[config.mk]
export PLATFORM = sky130hd
export DESIGN_NAME = pattern_slice_condition
export DESIGN_NICKNAME = d
export VERILOG_FILES = /design/src/slice_cond_pkg.sv /design/src/slice_eval.sv /design/src/pattern_slice_condition.sv
export SDC_FILE = /design/constraint.sdc
export NUM_CORES = 1
export LEC_CHECK = 0
export ABC_CLOCK_PERIOD_IN_PS = 6050
export BUFFER_PORTS_ARGS = -buffer_cell sky130_fd_sc_hd__clkbuf_2
export CAP_MARGIN = 5
export CORE_MARGIN = 1
export CORE_UTILIZATION = 40
export DETAILED_ROUTE_END_ITERATION = 10
export HOLD_SLACK_MARGIN = 0.08
export PLACE_DENSITY = 0.64
export SLEW_MARGIN = 40
export SYNTH_ARGS = -nofsm -noshare
export SYNTH_HDL_FRONTEND = slang
export SYNTH_SLANG_ARGS = --single-unit
export TNS_END_PERCENT = 1
[constraint.sdc]
create_clock -name sys_clk -period 6.05 [get_ports sys_clk]
set_clock_uncertainty 0.2 [all_clocks]
set_input_delay 0.3025 -clock sys_clk [delete_from_list [all_inputs] [get_ports sys_clk]]
set_output_delay 0.3025 -clock sys_clk [all_outputs]
set_load 0.03 [all_outputs]
[src/slice_cond_pkg.sv]
// constants for the pattern slice condition block
`default_nettype none
package slice_cond_pkg;
   // register offsets (byte addresses)
   localparam logic [7:0] ADDR_CONFIG = 8'h00;
   localparam logic [7:0] ADDR_SOURCE = 8'h04;
   localparam logic [7:0] ADDR_MATCH = 8'h08;
   localparam logic [7:0] ADDR_IRQ_STATUS = 8'h0c;
   localparam logic [7:0] ADDR_IRQ_MASK = 8'h10;
   // condition field positions
   localparam int SLICE6_COND_LSB = 26;
   localparam int SLICE7_COND_LSB = 29;
   localparam int COND_W = 3;
   // source field positions (own register)
   localparam int SLICE6_SRC_LSB = 0;
   localparam int SLICE7_SRC_LSB = 3;
   localparam int SRC_W = 3;
   localparam int NUM_INPUTS = 8;
   // reset values
   localparam logic [31:0] CONFIG_RESET = 32'h0000_0000;
   localparam logic [5:0] SOURCE_RESET = 6'h00;
   localparam logic [1:0] MASK_RESET = 2'h0;
   // condition codes
   typedef enum logic [2:0] {
      COND_TRUE = 3'b000,
      COND_RISE = 3'b001,
      COND_FALL = 3'b010,
      COND_EDGE = 3'b011,
      COND_HIGH = 3'b100,
      COND_LOW = 3'b101,
      COND_FALSE = 3'b110,
      COND_EVENT = 3'b111
   } cond_t;
endpackage : slice_cond_pkg
`default_nettype wire

[src/slice_eval.sv]
// one bit slice: input select, sync, edge detect and condition evaluation
`timescale 1ns/1ps
`default_nettype none
module slice_eval (
   // clock and reset
   input wire logic sys_clk,
   input wire logic rst,
   // configuration
   input wire logic [2:0] condition,
   input wire logic [2:0] source,
   input wire logic clear_edges,
   // pins
   input wire logic [7:0] pins,
   // result
   output logic match,
   output logic event_seen
);
   logic sync_a;
   logic sync_b;
   logic prev;
   logic rise_sticky;
   logic fall_sticky;
   logic next_sync_a;
   logic next_sync_b;
   logic next_prev;
   logic next_rise_sticky;
   logic next_fall_sticky;
   logic rise_now;
   logic fall_now;
   logic [2:0] src_a;
   logic [2:0] src_b;
   logic [2:0] src_p;
   logic [2:0] next_src_a;
   logic [2:0] next_src_b;
   logic [2:0] next_src_p;
   logic same_source;

   always_comb begin
      next_sync_a = pins[source];
      next_sync_b = sync_a;
      next_prev = sync_b;
      // each stage remembers which input it sampled
      next_src_a = source;
      next_src_b = src_a;
      next_src_p = src_b;
      // a change of source is no pin edge: compare only samples of one input
      same_source = (src_b == src_p);
      rise_now = sync_b & ~prev & same_source;
      fall_now = ~sync_b & prev & same_source;
      // write clears detectors; an edge in the same cycle still sets
      next_rise_sticky = (rise_sticky & ~clear_edges) | rise_now;
      next_fall_sticky = (fall_sticky & ~clear_edges) | fall_now;
      event_seen = rise_now | fall_now;
   end

   always_ff @(posedge sys_clk or posedge rst) begin
      if (rst) begin
         sync_a <= 1'b0;
         sync_b <= 1'b0;
         prev <= 1'b0;
         rise_sticky <= 1'b0;
         fall_sticky <= 1'b0;
         src_a <= 3'h0;
         src_b <= 3'h0;
         src_p <= 3'h0;
      end else begin
         sync_a <= next_sync_a;
         sync_b <= next_sync_b;
         prev <= next_prev;
         rise_sticky <= next_rise_sticky;
         fall_sticky <= next_fall_sticky;
         src_a <= next_src_a;
         src_b <= next_src_b;
         src_p <= next_src_p;
      end
   end

   always_comb begin
      case (slice_cond_pkg::cond_t'(condition))
         slice_cond_pkg::COND_TRUE: match = 1'b1;
         slice_cond_pkg::COND_RISE: match = rise_sticky;
         slice_cond_pkg::COND_FALL: match = fall_sticky;
         slice_cond_pkg::COND_EDGE: match = rise_sticky | fall_sticky;
         slice_cond_pkg::COND_HIGH: match = sync_b;
         slice_cond_pkg::COND_LOW: match = ~sync_b;
         slice_cond_pkg::COND_FALSE: match = 1'b0;
         slice_cond_pkg::COND_EVENT: match = rise_now | fall_now;
         default: match = 1'b0;
      endcase
   end
endmodule : slice_eval
`default_nettype wire

[src/pattern_slice_condition.sv]
// match-condition evaluation for bit slices 6 and 7 with register port
//
// What this block does
// - slice 6 condition at bits 28:26
// - slice 7 condition at bits 31:29
// - code 0: always true
// - code 1: sticky rising edge
// - code 2: sticky falling edge
// - code 3: sticky either edge
// - config or source write clears sticky edges
// - code 4: true while input high
// - code 5: true while input low
// - code 6: never matches, for unused slices
// - code 7: one-cycle edge event
// - source value selects same-index input
`timescale 1ns/1ps
`default_nettype none
module pattern_slice_condition (
   // clock and reset
   input wire logic sys_clk,
   input wire logic rst,
   // register port
   input wire logic [7:0] reg_addr,
   input wire logic [31:0] reg_wdata,
   input wire logic reg_write,
   input wire logic reg_read,
   output logic [31:0] reg_rdata,
   // pattern inputs
   input wire logic [7:0] pattern_in,
   // results
   output logic slice6_match,
   output logic slice7_match,
   output logic irq
);
   ////////////////////////////////////////////////////////////////////////
   logic [31:0] pattern_slice_config;
   logic [5:0] pattern_slice_source;
   logic [1:0] irq_status;
   logic [1:0] irq_mask;
   logic [31:0] next_config;
   logic [5:0] next_source;
   logic [1:0] next_status;
   logic [1:0] next_mask;
   logic [31:0] next_rdata;
   logic clear_edges;
   logic [1:0] event_seen;
   logic [1:0] match_vec;
   logic wr_config;
   logic wr_source;
   logic status_read;
   logic [2:0] slice6_condition;
   logic [2:0] slice7_condition;

   assign wr_config = reg_write && (reg_addr == slice_cond_pkg::ADDR_CONFIG);
   assign wr_source = reg_write && (reg_addr == slice_cond_pkg::ADDR_SOURCE);
   assign status_read = reg_read && (reg_addr == slice_cond_pkg::ADDR_IRQ_STATUS);
   // named condition fields of the two slices
   assign slice6_condition = pattern_slice_config[slice_cond_pkg::SLICE6_COND_LSB +: slice_cond_pkg::COND_W];
   assign slice7_condition = pattern_slice_config[slice_cond_pkg::SLICE7_COND_LSB +: slice_cond_pkg::COND_W];
   // clear on config or source write only
   assign clear_edges = wr_config | wr_source;

   ////////////////////////////////////////////////////////////////////////
   always_comb begin
      next_config = pattern_slice_config;
      next_source = pattern_slice_source;
      next_mask = irq_mask;
      next_rdata = 32'h0000_0000;
      if (wr_config) begin
         next_config = reg_wdata;
      end
      if (wr_source) begin
         next_source = reg_wdata[5:0];
      end
      if (reg_write && (reg_addr == slice_cond_pkg::ADDR_IRQ_MASK)) begin
         next_mask = reg_wdata[1:0];
      end
      // set wins over read-clear so no event is lost
      next_status = (status_read ? 2'h0 : irq_status) | event_seen;
      if (reg_read) begin
         case (reg_addr)
            slice_cond_pkg::ADDR_CONFIG: next_rdata = pattern_slice_config;
            slice_cond_pkg::ADDR_SOURCE: next_rdata = {26'h000_0000, pattern_slice_source};
            slice_cond_pkg::ADDR_MATCH: next_rdata = {30'h0000_0000, match_vec};
            slice_cond_pkg::ADDR_IRQ_STATUS: next_rdata = {30'h0000_0000, irq_status};
            slice_cond_pkg::ADDR_IRQ_MASK: next_rdata = {30'h0000_0000, irq_mask};
            default: next_rdata = 32'h0000_0000;
         endcase
      end
   end

   always_ff @(posedge sys_clk or posedge rst) begin
      if (rst) begin
         pattern_slice_config <= slice_cond_pkg::CONFIG_RESET;
         pattern_slice_source <= slice_cond_pkg::SOURCE_RESET;
         irq_status <= 2'h0;
         irq_mask <= slice_cond_pkg::MASK_RESET;
         reg_rdata <= 32'h0000_0000;
      end else begin
         pattern_slice_config <= next_config;
         pattern_slice_source <= next_source;
         irq_status <= next_status;
         irq_mask <= next_mask;
         reg_rdata <= next_rdata;
      end
   end

   ////////////////////////////////////////////////////////////////////////
   // slice 6 evaluation
   slice_eval u_slice6 (
      .sys_clk(sys_clk),
      .rst(rst),
      .condition(slice6_condition),
      .source(pattern_slice_source[slice_cond_pkg::SLICE6_SRC_LSB +: slice_cond_pkg::SRC_W]),
      .clear_edges(clear_edges),
      .pins(pattern_in),
      .match(match_vec[0]),
      .event_seen(event_seen[0])
   );

   slice_eval u_slice7 (
      .sys_clk(sys_clk),
      .rst(rst),
      .condition(slice7_condition),
      .source(pattern_slice_source[slice_cond_pkg::SLICE7_SRC_LSB +: slice_cond_pkg::SRC_W]),
      .clear_edges(clear_edges),
      .pins(pattern_in),
      .match(match_vec[1]),
      .event_seen(event_seen[1])
   );

   // match is combinational off registered state so event mode lasts one cycle
   assign slice6_match = match_vec[0];
   assign slice7_match = match_vec[1];
   assign irq = |(irq_status & irq_mask);
endmodule : pattern_slice_condition
`default_nettype wire

==> metrics.md <==
| Metric | Value |
|---|---|
| Chip width | 101 um |
| Clock sinks | 102 |
| Clk buf depth | 2 |
| Int Pwr | just over 900 uW |
| Setup_tns | 0 ns |
| Crit Path Max Fanout | 6 |
| First-pass GRT wire length | between 10 and 15 mm |
| WP data required | ~5.6 ns |
| Max-cap viol count | 0 |
| Share of cells above drive strength 1 | about two fifths |
| Final setup fails | 0 |
| Setup repair after global routing missed its margin | no |
| Ys Warns | 0 |
| Worst min path class | in2reg |
| Synthesis-to-layout area growth | 28.4% |
| Mapped cell area | slightly below 4000 um2 |
| Global route overflow | 0 |
| Core area | 9330 um2 |
| Vert. Die Dim | approximately 100 um |
| Worst-Margin Slew | between 0.6 and 0.7 ns |
| Clock transition at path regs | 0.10 ns |
| CP Class | reg2out |
| Antenna violations before repair | 0 |
| EDFF count, synth | 0 |
| Final Hold Vio Count | 0 |
| Maximum clock frequency | approximately 430 MHz |
| CP max stage delay | ~0.47 ns |
| Ant diodes | 0 |
| Main synth FF type | dfrtp_1 |
| Residual DRC | 0 |
| Part of the cycle the worst path needs | around two fifths |
| Crit path cell chain | xnor2_1 -> nor4_1 -> a211o_1 -> clkbuf_2 |
| Launching element type of the critical path | flop |
| CP endpoint kind | output port |
| I/O Pins | 87 |
| Relative slew slack | between 50% and 60% |
| Via/cell ratio | ~4.6 |
| Register area share after synthesis | 65.4% |
| Finished Layout Cells | between 500 and 600 |
| NetSw | between 300 and 400 uW |
| CTS Root Cell | clkbuf_8 |
| Placer congestion estimate | between 0.7 and 0.8 |
| CTS buffer count | 9 |
| Logic pwr share | 8.8% |
| #FFs+latches synth | ~100 |
| Detailed Route Iter0 Violations | 93 |
| Clock network power share | 32.2% |
| CP arrival | between 1.5 and 2 ns |
| Syn Inst Count | 257 |
| DP HPWL | ~4.7 mm |
| Area after DPL | 4490 um2 |
| Buf+Inv Stages, Crit Path | 1 |
| Top Family by Delay on Critical Path | flip-flops |
| Outcome | finished, final reports clean |
| Number of cells after detailed placement | around 470 |
| Number of nets with antenna violations after routing | 0 |
| Synth async-reset ratio | between 90% and 100% |
| Unique masters post-synth | 44 |
| Power, Total | 1220 uW |
| Post-route cell area | about 5000 um2 |
| PostCTS Resize Cnt | 0 |
| 1st-pass router iterations | 4 |
| Starting Density | a little over two fifths |
| Final min period | around 2.3 ns |
| Num rows | 35 |
| GRT Total Usage | ~15% |
| Fin nets | about 440 |
| Max H-tree Level | 3 |
| Leakage power | roughly 0.0026 uW |
| Port Buffer Count | 86 |
| Via count | 2398 |
| Clock Latency Late Sink | 0.36 ns |
| CTS tree | built |
| Slew Limit Fails | 0 |
| Post CTS Setup Buffer Count | 0 |
| Vias in the first global route | ~2.4k |
| Routed WL per cell | 13.2 um |
| Synth Net Count | 309 |
| PD cells | 244 nW/um2 |
| Fin Hold WS | between 0.1 and 0.15 ns |
| Die Area | roughly 10000 um2 |
| Sw frac | ~25% |
| Routed Wire Length | roughly 7 mm |
| Slowest cell on the critical path | dfrtp_1 |
| Seq pwr share | roughly three fifths |
| Syn Area/Cell | roughly 15 um2 |
| Pin count of the biggest net entering global routing | 75 |
| Max VDD drop | ~0.10 mV |
## power by group through the flow
| stage | Combinational [uW] | Sequential (uW) | Clock (uW) |
|---|---|---|---|
| 2_1_floorplan | 57.8 | 730 | 0 |
| 3_3_place_gp | 89.7 | 734 | 0 |
| 3_5_place_dp | 92.0 | 735 | 0 |
| 4_1_cts | 109 | 722 | 411 |
| 5_1_grt | 119 | 725 | 442 |
| 6_report | 107 | 721 | 394 |
## through the flow
step	setup slack [ns]	util, %
2_1_floorplan	2.87	-
6_report	3.73	53.7
5_1_grt	3.55	53.7
3_5_place_dp	3.51	48.2
3_3_place_gp	3.52	47.8
4_1_cts	3.67	53.7
## cell families after synthesis
logic type	Yosys count	share of synthesized area, %
AOI/OAI and AO/OA	18	3.65
DFF	102	65.4
muxes	52	16.6
and+or+nand+nor	64	10.9
xor gates and xnor gates	8	1.79
buffers and inverters	13	1.73
## routing by layer
metal  share of wire, %  up-vias  track usage (%)
met3                4.5       10             3.81
met5                  0        -                0
met4                1.3        0             5.69
met1                 47     1170             19.6
li1                   -     1152                -
met2                 47       66             23.6
## placed cells by master, fill, tap and decap left out, types with 2 or more instances in the layout
cell type	instances
a21o_1	2
a21oi_1	2
a32o_1	4
and2_1	26
and3_1	2
buf_8	2
clkbuf_2	86
clkbuf_8	9
clkinv_4	2
clkinvlp_4	2
dfrtp_1	102
dlygate4sd3_1	33
inv_1	5
inv_8	2
mux2_1	2
mux2_2	35
mux2_4	6
mux2i_1	5
mux4_2	4
nand2_1	4
nand3_1	3
nand4_1	2
nor2_1	6
nor2_4	2
nor2b_1	5
nor3b_1	4
nor4bb_1	2
xnor2_1	4
xor2_1	4
## final timing paths
path	cells after the start	slack, ns	from	end
worst max-delay path	4	3.73	u_slice6.next_prev$_DFF_PP0_	slice6_match
worst min-delay path	4	0.11	reg_addr[7]	reg_rdata[1]$_DFF_PP0_
worst max register to register	4	4.44	u_slice6.next_prev$_DFF_PP0_	reg_rdata[0]$_DFF_PP0_
worst min register to register	0	0.15	u_slice7.next_src_b[2]$_DFF_PP0_	u_slice7.next_src_p[2]$_DFF_PP0_
max in group asynchronous	4	4.44	rst	u_slice7.next_src_p[1]$_DFF_PP0_
min in group asynchronous	3	0.26	rst	pattern_slice_config[14]$_DFFE_PP0P_
## cell usage after synthesis, types with 2 or more instances
cell	number	area [um2]
xor2_1	4	35.0
mux2_1	2	22.5
nor3b_1	4	30.0
a21o_1	2	15.0
a32o_1	4	40.0
nand2_1	4	15.0
nand4_1	2	12.5
mux4_2	4	90.1
buf_4	3	22.5
nor2_1	6	22.5
mux2_2	35	394
nor2b_1	5	31.3
mux2_4	6	90.1
mux2i_1	5	50.1
nor4bb_1	2	20.0
and2_1	26	163
dfrtp_1	102	2550
xnor2_1	4	35.0
inv_1	6	22.5
a21oi_1	2	10.0
nand3_1	3	15.0
and3_1	2	12.5
clkbuf_1	3	11.3
## layout make-up
class | count | area, um2
clock buffers | 10 | 128
clock inverters | 6 | 55.1
fillers | 803 | 4320
inverters | 6 | 25.0
multi-input cells | 142 | 1290
flip-flops and latches | 102 | 2550
well taps | 129 | 161
repair buffers | 122 | 802
## sequential cells by signal, indices dropped and copies added, names as in the netlist, 2 cells and up
signal,count
reg_rdata,32
u_slice7.next_src_p,3
irq_status,2
pattern_slice_config,32
u_slice6.src_p,3
u_slice6.next_src_p,3
u_slice7.src_p,3
pattern_slice_source,6
u_slice6.next_src_b,3
u_slice7.next_src_b,3
irq_mask,2
## tightest hold or removal path: stages
cell       delay (ns)
clkbuf_2         0.10
nor4_4           0.05
nand2_1          0.10
o2bb2ai_1        0.07
## timing repair
| item | in CTS | in global routing |
|---|---|---|
| endpoints found under the setup margin | 0 | 0 |
| hold buffers | 33 | 0 |
| hold endpoints to repair | 68 | 0 |
Power figures use the tool's default switching activity.
